File: src/rtl/ccr_defines.svh
// Purpose: offsets, field positions, reset values and timing counts of the control bank
// Assumes: registers addressed by the 3-bit register number of the control word
// Notes: sub-registers of register 3 are chosen by data bits 7:6 on writes, by a stepping index on reads
`ifndef CCR_DEFINES_SVH
`define CCR_DEFINES_SVH
`define CCR_REG_CTRL2 3'h2
`define CCR_REG_CTRL3 3'h3
`define CCR_SUB_3A 2'h0
`define CCR_SUB_3B 2'h1
`define CCR_SUB_3C 2'h2
`define CCR_SUB_LAST 2'h2
`define CCR_C2_TURBO 7
`define CCR_C2_BYPASS 6
`define CCR_C2_ADDR_HI 5
`define CCR_C2_ADDR_LO 3
`define CCR_C2_SPARE 2
`define CCR_C3A_SOFT_RESET_BIT 3
`define CCR_C3B_VBF 5
`define CCR_C3B_HNS 3
`define CCR_C3B_HDS 2
`define CCR_C3B_LNO 1
`define CCR_C3B_SPK 0
`define CCR_C2_RESET 8'h20
`define CCR_C3A_RESET 6'h01
`define CCR_C3B_RESET 6'h00
`define CCR_C3C_RESET 6'h00
`define CCR_BITS_PER_SLOT 16
`endif

File: src/rtl/ccr_pkg.sv
// Purpose: shared types of the control bank
// Assumes: nothing
// Notes: host pin modes and power-down codes
package ccr_pkg;
  typedef enum logic [1:0] {
    CCR_HP_I2C = 2'h0,
    CCR_HP_ALT = 2'h1,
    CCR_HP_SPARE = 2'h2,
    CCR_HP_FLAG = 2'h3
  } ccr_hostpin_t;
  typedef enum logic [1:0] {
    CCR_PD_NONE = 2'h0,
    CCR_PD_ADC = 2'h1,
    CCR_PD_DAC = 2'h2,
    CCR_PD_ALL = 2'h3
  } ccr_pdsel_t;
endpackage

File: src/rtl/ccr_regs.sv
// Purpose: control registers 2 and 3A-3C of a dual-channel voice codec
// Assumes: register word arrives as address, read/write, data with a strobe
// Notes: shadowed fields are one store seen by both channels
// How it works
// - slow bit clock: 16 x frame x devices x mode
// - fast bit clock: master clock divided by p
// - bypass bit skips decimation and interpolation
// - three address bits head seven-bit host address
// - host pins 00 i2c, 01 alternate two-wire
// - host pins 10: spare bit out, scl routed
// - host pins 11: data pin shows frame flag
// - power-down field selects adc, dac, all
// - soft reset bit resets the control registers, not the bit clock divider or host pins
// - ratio code 1-7 gives n, 0 gives 8
// - voiceband filter enable inserts band-pass filter
// - handset silence bit mutes handset driver
// - headset silence bit mutes headset driver
// - line-out silence bit mutes line driver
// - speaker silence bit mutes speaker driver
// - register 2 fully read-write and shadowed
// - shadowed write updates both channels
// - sub-register index steps and wraps
`timescale 1ns/1ps
`include "ccr_defines.svh"
module ccr_regs #(
  parameter int DIV_W = 16,
  parameter logic [2:0] VERSION_ID = 3'h0 // arbitrary value
) (
  input wire logic core_clk, // 50 MHz clock
  input wire logic rst, // sync reset, high
  input wire logic ce, // clock enable
  input wire logic wr_stb, // register access strobe
  input wire logic wr_chan, // channel addressed
  input wire logic [2:0] reg_addr, // register number
  input wire logic rd_nwr, // 1 read, 0 write
  input wire logic [7:0] wr_data, // control data byte
  output logic [7:0] rd_data, // read data
  output logic rd_valid, // read data valid pulse
  input wire logic [3:0] port_dev_addr, // serial port device address
  input wire logic [2:0] p_code, // divider p from register 4
  input wire logic [3:0] num_devices, // cascaded device count
  input wire logic [1:0] mode_factor, // slot mode factor
  input wire logic [6:0] frame_div, // master cycles per frame slot bit
  input wire logic frame_flag, // control frame flag
  input wire logic proto_sda_o, // two-wire engine data out
  input wire logic proto_sda_oe_n, // two-wire engine enable, low drives
  input wire logic scl_i, // clock pin input
  output logic sda_o, // data pin output
  output logic sda_oe_n, // data pin enable, low drives
  output logic dout_route, // scl input toward serial data out
  output logic dout_route_en, // routing active
  output logic bclk_tick, // serial bit clock tick
  output logic [6:0] host_addr, // seven-bit host address
  output logic alt_two_wire_protocol, // alternate protocol selected
  output logic filters_bypassed, // decimation and interpolation bypass
  output logic [1:0] adc_pd, // adc power-down per channel
  output logic [1:0] dac_pd, // dac power-down per channel
  output logic device_pd, // whole device powered down
  output logic soft_reset, // soft reset pulse
  output logic [7:0] ratio_n0, // sample ratio n, channel 0
  output logic [7:0] ratio_n1, // sample ratio n, channel 1
  output logic [1:0] voiceband_filter_enable, // per channel band-pass
  output logic handset_silence, // handset mute
  output logic headset_silence, // headset mute
  output logic line_out_silence, // line output mute
  output logic speaker_silence // speaker mute
);
  // shadow store for register 2 and for shadowed bits of 3A/3B, beside per-channel 3A-3C fields
  logic [7:0] c2_q, c2_d;
  logic [3:0] mute_q, mute_d;
  logic [1:0] pd_q[2], pd_d[2];
  logic [2:0] rate_ratio_factor_q[2], rate_ratio_factor_d[2];
  logic [1:0] vbf_q, vbf_d;
  logic [1:0] sub_q[2], sub_d[2];
  logic [1:0] c3c_osr_q[2], c3c_osr_d[2];
  logic soft_reset_bit_q, soft_reset_bit_d;
  logic [7:0] rd_q, rd_d;
  logic rv_q, rv_d;
  logic [DIV_W-1:0] slow_div;
  logic wr, rd;

  assign wr = wr_stb && !rd_nwr;
  assign rd = wr_stb && rd_nwr;

  always_comb begin
    c2_d = c2_q;
    mute_d = mute_q;
    vbf_d = vbf_q;
    soft_reset_bit_d = 1'b0;
    rd_d = rd_q;
    rv_d = 1'b0;
    for (int c = 0; c < 2; c++) begin
      pd_d[c] = pd_q[c];
      rate_ratio_factor_d[c] = rate_ratio_factor_q[c];
      sub_d[c] = sub_q[c];
      c3c_osr_d[c] = c3c_osr_q[c];
    end
    if (wr && reg_addr == `CCR_REG_CTRL2) begin
      c2_d = wr_data;
    end
    if (wr && reg_addr == `CCR_REG_CTRL3) begin
      case (wr_data[7:6])
        `CCR_SUB_3A: begin
          pd_d[wr_chan] = wr_data[5:4];
          soft_reset_bit_d = wr_data[`CCR_C3A_SOFT_RESET_BIT];
          rate_ratio_factor_d[wr_chan] = wr_data[2:0];
        end
        `CCR_SUB_3B: begin
          vbf_d[wr_chan] = wr_data[`CCR_C3B_VBF];
          mute_d = wr_data[3:0];
        end
        `CCR_SUB_3C: begin
          c3c_osr_d[wr_chan] = wr_data[1:0];
        end
        default: begin
          c3c_osr_d[wr_chan] = c3c_osr_q[wr_chan];
        end
      endcase
    end
    if (rd) begin
      rv_d = 1'b1;
      if (reg_addr == `CCR_REG_CTRL2) begin
        rd_d = c2_q;
      end else if (reg_addr == `CCR_REG_CTRL3) begin
        case (sub_q[wr_chan])
          `CCR_SUB_3A: rd_d = {2'h0, pd_q[wr_chan], 1'b0, rate_ratio_factor_q[wr_chan]};
          `CCR_SUB_3B: rd_d = {2'h1, 1'b0 | vbf_q[wr_chan], 1'b0, mute_q};
          default: rd_d = {2'h2, 1'b0, VERSION_ID, c3c_osr_q[wr_chan]};
        endcase
        // reads walk the sub-registers; writes name theirs in bits 7:6
        sub_d[wr_chan] = (sub_q[wr_chan] == `CCR_SUB_LAST) ? `CCR_SUB_3A
                         : sub_q[wr_chan] + 2'h1;
      end else begin
        rd_d = 8'h00;
      end
    end
    if (wr && reg_addr == `CCR_REG_CTRL3) begin
      sub_d[wr_chan] = (wr_data[7:6] == `CCR_SUB_LAST) ? `CCR_SUB_3A
                       : wr_data[7:6] + 2'h1;
    end
  end

  always_ff @(posedge core_clk) begin
    if (rst || (ce && soft_reset_bit_q)) begin
      c2_q <= `CCR_C2_RESET;
      mute_q <= 4'(`CCR_C3B_RESET);
      vbf_q <= 2'h0;
      soft_reset_bit_q <= 1'b0;
      rd_q <= 8'h00;
      rv_q <= 1'b0;
      for (int c = 0; c < 2; c++) begin
        pd_q[c] <= 2'h0;
        rate_ratio_factor_q[c] <= 3'(`CCR_C3A_RESET);
        sub_q[c] <= `CCR_SUB_3A;
        c3c_osr_q[c] <= 2'h0;
      end
    end else if (ce) begin
      c2_q <= c2_d;
      mute_q <= mute_d;
      vbf_q <= vbf_d;
      soft_reset_bit_q <= soft_reset_bit_d;
      rd_q <= rd_d;
      rv_q <= rv_d;
      for (int c = 0; c < 2; c++) begin
        pd_q[c] <= pd_d[c];
        rate_ratio_factor_q[c] <= rate_ratio_factor_d[c];
        sub_q[c] <= sub_d[c];
        c3c_osr_q[c] <= c3c_osr_d[c];
      end
    end
  end

  // product can reach 16*127*15*3, truncated to DIV_W bits
  assign slow_div = DIV_W'(`CCR_BITS_PER_SLOT * 32'(frame_div) * 32'(num_devices)
                    * 32'(mode_factor));

  ccr_bclk_div #(.CW(DIV_W)) u_div (
    .core_clk(core_clk),
    .rst(rst),
    .ce(ce),
    .turbo(c2_q[`CCR_C2_TURBO]),
    .p_code(p_code),
    .slow_div(slow_div),
    .bclk_tick(bclk_tick)
  );

  ccr_hostpins u_pins (
    .core_clk(core_clk),
    .rst(rst),
    .ce(ce),
    .mode(c2_q[1:0]),
    .spare_bit(c2_q[`CCR_C2_SPARE]),
    .frame_flag(frame_flag),
    .proto_sda_o(proto_sda_o),
    .proto_sda_oe_n(proto_sda_oe_n),
    .scl_i(scl_i),
    .sda_o(sda_o),
    .sda_oe_n(sda_oe_n),
    .dout_route(dout_route),
    .dout_route_en(dout_route_en)
  );

  assign host_addr = {c2_q[`CCR_C2_ADDR_HI:`CCR_C2_ADDR_LO], port_dev_addr};
  assign alt_two_wire_protocol = (c2_q[1:0] == ccr_pkg::CCR_HP_ALT);
  assign filters_bypassed = c2_q[`CCR_C2_BYPASS];
  assign soft_reset = soft_reset_bit_q;
  assign rd_data = rd_q;
  assign rd_valid = rv_q;
  assign voiceband_filter_enable = vbf_q;
  assign handset_silence = mute_q[`CCR_C3B_HNS];
  assign headset_silence = mute_q[`CCR_C3B_HDS];
  assign line_out_silence = mute_q[`CCR_C3B_LNO];
  assign speaker_silence = mute_q[`CCR_C3B_SPK];
  assign ratio_n0 = (rate_ratio_factor_q[0] == 3'h0) ? 8'h08 : {5'h00, rate_ratio_factor_q[0]};
  assign ratio_n1 = (rate_ratio_factor_q[1] == 3'h0) ? 8'h08 : {5'h00, rate_ratio_factor_q[1]};
  assign device_pd = (pd_q[0] == ccr_pkg::CCR_PD_ALL) || (pd_q[1] == ccr_pkg::CCR_PD_ALL);
  assign adc_pd = {pd_q[1] == ccr_pkg::CCR_PD_ADC, pd_q[0] == ccr_pkg::CCR_PD_ADC};
  assign dac_pd = {pd_q[1] == ccr_pkg::CCR_PD_DAC, pd_q[0] == ccr_pkg::CCR_PD_DAC};
endmodule

File: src/rtl/ccr_bclk_div.sv
// Purpose: serial bit clock enable generator
// Assumes: core_clk stands in for the master clock
// Notes: emits a one-cycle tick per bit clock period
`timescale 1ns/1ps
`include "ccr_defines.svh"
module ccr_bclk_div #(
  parameter int CW = 16
) (
  input wire logic core_clk, // master clock
  input wire logic rst, // sync reset
  input wire logic ce, // clock enable
  input wire logic turbo, // fast mode select
  input wire logic [2:0] p_code, // divider p, 0 means 8
  input wire logic [CW-1:0] slow_div, // slow mode period in cycles
  output logic bclk_tick // bit clock tick
);
  logic [CW-1:0] cnt_q, cnt_d, period;
  logic tick_d, tick_q;
  always_comb begin
    if (turbo) begin
      period = (p_code == 3'h0) ? CW'(8) : CW'(p_code);
    end else begin
      period = (slow_div == '0) ? CW'(1) : slow_div;
    end
    tick_d = 1'b0;
    cnt_d = cnt_q + CW'(1);
    if (cnt_q + CW'(1) >= period) begin
      cnt_d = '0;
      tick_d = 1'b1;
    end
  end
  always_ff @(posedge core_clk) begin
    if (rst) begin
      cnt_q <= '0;
      tick_q <= 1'b0;
    end else if (ce) begin
      cnt_q <= cnt_d;
      tick_q <= tick_d;
    end
  end
  assign bclk_tick = tick_q;
endmodule

File: src/rtl/ccr_hostpins.sv
// Purpose: host pin steering by configuration field
// Assumes: pins are open-drain style, enable low means driven
// Notes: in two-wire modes the protocol engine owns the data pin
`timescale 1ns/1ps
module ccr_hostpins (
  input wire logic core_clk, // clock
  input wire logic rst, // sync reset
  input wire logic ce, // clock enable
  input wire logic [1:0] mode, // host pin configuration
  input wire logic spare_bit, // spare output bit
  input wire logic frame_flag, // control frame flag
  input wire logic proto_sda_o, // protocol engine data out
  input wire logic proto_sda_oe_n, // protocol engine data enable, low drives
  input wire logic scl_i, // clock pin input
  output logic sda_o, // data pin output
  output logic sda_oe_n, // data pin enable, low drives
  output logic dout_route, // scl level routed to serial data out
  output logic dout_route_en // routing active
);
  logic o_d, oe_d, r_d, re_d, o_q, oe_q, r_q, re_q;
  always_comb begin
    o_d = proto_sda_o;
    oe_d = proto_sda_oe_n;
    r_d = 1'b0;
    re_d = 1'b0;
    case (ccr_pkg::ccr_hostpin_t'(mode))
      ccr_pkg::CCR_HP_I2C, ccr_pkg::CCR_HP_ALT: begin
        o_d = proto_sda_o;
        oe_d = proto_sda_oe_n;
      end
      ccr_pkg::CCR_HP_SPARE: begin
        o_d = spare_bit;
        oe_d = 1'b0;
        r_d = scl_i;
        re_d = 1'b1;
      end
      ccr_pkg::CCR_HP_FLAG: begin
        o_d = frame_flag;
        oe_d = 1'b0;
      end
      default: begin
        o_d = proto_sda_o;
      end
    endcase
  end
  always_ff @(posedge core_clk) begin
    if (rst) begin
      o_q <= 1'b1;
      oe_q <= 1'b1;
      r_q <= 1'b0;
      re_q <= 1'b0;
    end else if (ce) begin
      o_q <= o_d;
      oe_q <= oe_d;
      r_q <= r_d;
      re_q <= re_d;
    end
  end
  assign sda_o = o_q;
  assign sda_oe_n = oe_q;
  assign dout_route = r_q;
  assign dout_route_en = re_q;
endmodule

File: config.mk
export PLATFORM = sky130hd
export DESIGN_NAME = ccr_regs
export DESIGN_NICKNAME = d
export VERILOG_FILES = /design/src/rtl/ccr_pkg.sv /design/src/rtl/ccr_regs.sv /design/src/rtl/ccr_bclk_div.sv /design/src/rtl/ccr_hostpins.sv
export VERILOG_INCLUDE_DIRS = /design/src /design/src/rtl
export SDC_FILE = /design/constraint.sdc
export NUM_CORES = 1
export LEC_CHECK = 0
export ABC_CLOCK_PERIOD_IN_PS = 14700
export BUFFER_PORTS_ARGS = -buffer_cell sky130_fd_sc_hd__buf_2
export CAP_MARGIN = 0
export CORE_UTILIZATION = 40
export DETAILED_ROUTE_END_ITERATION = 8
export HOLD_SLACK_MARGIN = 0.05
export PLACE_DENSITY_LB_ADDON = 0.08
export RECOVER_POWER = 25
export REMOVE_ABC_BUFFERS = 1
export SYNTH_ARGS = -nofsm -noshare
export SYNTH_HDL_FRONTEND = slang
export SYNTH_SLANG_ARGS = --single-unit
File: constraint.sdc
create_clock -name core_clk -period 14.7 [get_ports core_clk]
set_input_delay 2.205 -clock core_clk [delete_from_list [all_inputs] [get_ports core_clk]]
set_output_delay 2.205 -clock core_clk [all_outputs]
set_load 0.01 [all_outputs]
==> impl_results.md <==
* Status: finished clean
* Final cycle utilization of the critical path at 0.535
* # fillers at 1292
* Clock transition at path regs at 0.05 ns
* VDD IR max at 0.0407 mV
* Antenna Cells at 0
* Total routing usage reported by global routing at 0.186
* R2R Path Start: u_div.cnt_q[0]
* Final HPWL DP at 9200 um
* Vias in the first global route at 3985
* Row count at 41
* Synth cell types at 61
* Commonest non-fill, non-tap cell in the layout: nor2_1
* Warnings, synthesis at 0
* Crit path from: num_devices[3]
* Post-synth ARST share at 0
* PostCTS Resize Cnt at 0
* Hold depth at 2
* Hold Path Origin: rd_valid
* CP required at 14.95 ns
* Final worst setup slack at 6.84 ns
* Yosys top cell area share at 0.174
* Primary FF master, synth: dfxtp_1
* Worst min-delay path category: reg -> reg
* Post-route ant nets at 0
* Arrival time worst endpoint at 8.12 ns
* Total Neg Setup Slack at 0 ns
* FF-to-FF path depth at 12
* Largest family of logic cells by synthesized area: simple AND/OR/NAND/NOR gates
* Clk_lat worst skew at 0.33 ns
* Critical path class: in -> reg
* First-pass GRT wire length at 19600 um
* Max Clock Skew at 0.00548 ns
* CP endpoint kind: register
* Final min period at 7.86 ns
* Final nets at 747
* Seq/Total Area, Yosys at 0.278
* Hold WS at 0.465 ns
* Fin. Hold Viols at 0
* Avg Vias per Cell at 5.13
* Initial core utilization at 0.411
* Worst Max-Slew Pin Slew at 1.40 ns
* Port Buffers at 75
* RSZ-0062 raised after global routing: false
* DR WL/cell at 14.3 um
* Final core utilization at 0.463
* Post-CTS Setup Repair Bufs at 0
* Rel. slew slack at 0.0645
* DIE AREA at 13400 um2
* Die X at 116 um
* Die H at 116 um
* Core area at 12600 um2
* Final setup vio count at 0
* Root Buffer: clkbuf_16
* Adder-cell share of the synthesized area at 0.144
* First-pass iteration count of the detailed router at 6
* PD cells at 98.6 nW/um2
* # Max-Cap Violations at 0
* CTS tree: done
* Largest net degree at the start of global routing at 37
* Clock Sinks at 63
* H-tree depth at 3
* Synth top area cells: dfxtp_1 17%, edfxtp_1 10%, ha_1 10%, mux2i_1 7.3%, and2_1 4.9%
* GP Congestion at 0.815
* Final wirelength at 11800 um
* Number of flops mapped to enable cells by yosys at 18
* Most frequent cells in the layout: 68 x nor2_1, 49 x buf_2, 47 x nand2_1
* Yosys reg bits at 63
* Io pins at 92
* Max Clk Rate at 127 MHz
* LEAKAGE at 2.62 nW
* Mux cell area share after synthesis at 0.0885
* Final count of pins violating max slew at 0
* Cells after Synth at 603
* Worst R2R Setup Slack at 11.16 ns
* Synthesized area per cell at 8.61 um2
* Number of antenna violations at the first check in global routing at 0
* CTS buffer count at 9
* Max clock buf depth at 2
* DRT iter0 DRCs at 165
* Layout cells sized above 1 at 0.132
* Dpl ws at 6.51 ns
* Via count at 4255
* DRC Markers at 0
* Synthesized cell area at 5190 um2
* CTS Hold Bufs at 0
* Compound-Gate Fraction of Synth Area at 0.112
* Post-Synth XOR/XNOR Area at 0.0726
* GRT overflow at 0
* Simple-gate portion of the synthesized area at 0.248
* Critical path launch point type: input pin
* Area grow syn2layout at 12.7%
* Biggest area consumer among synthesized cells: dfxtp_1
* Max FO, Critical Path at 16
-- cell type report --
cell class                 count  area [um2]  share of cell area
multi-input combinational    485        3480               0.596
clock buffer                  10         229              0.0392
tap                          172         215              0.0368
timing repair buffer          76         350              0.0599
sequential                    63        1440               0.247
inverter                      18        67.6              0.0116
clock inverter                 6        61.3              0.0105
-- critical path, stage by stage --
cell	delay, ns
buf_2	0.14
nand2_1	0.09
fa_1	0.54
inv_1	0.05
fa_1	0.53
ha_1	0.32
a21o_1	0.16
a21oi_1	0.22
o21bai_1	0.13
a2111oi_0	0.37
or3_1	0.22
mux2i_1	0.21
ha_1	0.27
o21ai_0	0.13
o21ai_0	0.17
a211oi_1	0.26
nor2_1	0.09
xor2_1	0.16
o41ai_2	0.29
ha_1	0.27
nand2b_1	0.13
a21oi_1	0.16
o21a_1	0.12
o21ai_0	0.12
a221o_1	0.55
nor2_1	0.19
-- power breakdown --
part	internal, W	total, W	switching [W]	leakage (nW)
combinational	0.0000794	0.000180	0.000100	1.93
sequential	0.000185	0.000190	0.00000530	0.548
clock	0.000130	0.000207	0.0000763	0.142
-- cells by family (layout without fill, tap and decap cells) --
logic type | after synthesis | in the layout
AND/OR/NAND/NOR | 249 | 249
AO/OA/AOI/OAI | 87 | 87
flip-flops | 63 | 63
buffers and inverters | 62 | 110
adder cells (fa/ha/maj) | 53 | 53
multiplexers | 45 | 45
XOR/XNOR | 43 | 43
other | 1 | 8
-- through the flow --
| stage | cells | total power [W] | instance area [um2] |
|---|---|---|---|
| 6_report | 830 | 0.000576 | 5850 |
| 4_1_cts | 830 | 0.000585 | 5880 |
| 2_1_floorplan | 566 | 0.000328 | 4990 |
| 3_3_place_gp | 814 | 0.000374 | 5590 |
| 5_1_grt | 830 | 0.000618 | 5850 |
| 3_5_place_dp | 814 | 0.000375 | 5590 |
-- metal layers --
layer,GRT usage,share of wire,vias up
li1,-,-,2172
met3,0.0403,0.040,8
met4,0.0393,0.0069,0
met5,0,0,-
met2,0.306,0.46,79
met1,0.249,0.49,1996
-- worst paths after layout --
check,to
worst min register to register,rd_valid
worst max register to register,u_div.cnt_q[11]
worst min-delay path,rd_valid
worst max-delay path,u_div.cnt_q[11]
-- synthesized netlist by cell type (all sizes together) (13+ instances only) --
master / number
nor2: 68
nand2: 47
dfxtp: 45
and2: 42
ha: 42
mux2i: 38
a21oi: 28
xor2: 26
clkbuf: 24
buf: 20
edfxtp: 18
inv: 18
xnor2: 17
nand3: 16
o21ai: 15
nand2b: 13
-- sequential cells by signal, summed over array words and instances (netlist names), 2 cells and up --
signal / count
sub_q: 4
mute_q: 4
rate_ratio_factor_q: 6
u_div.cnt_q: 16
pd_q: 4
c3c_osr_q: 4
c2_q: 8
rd_data: 8
voiceband_filter_enable: 2
Note: power is estimated with default switching activity, not from simulation.
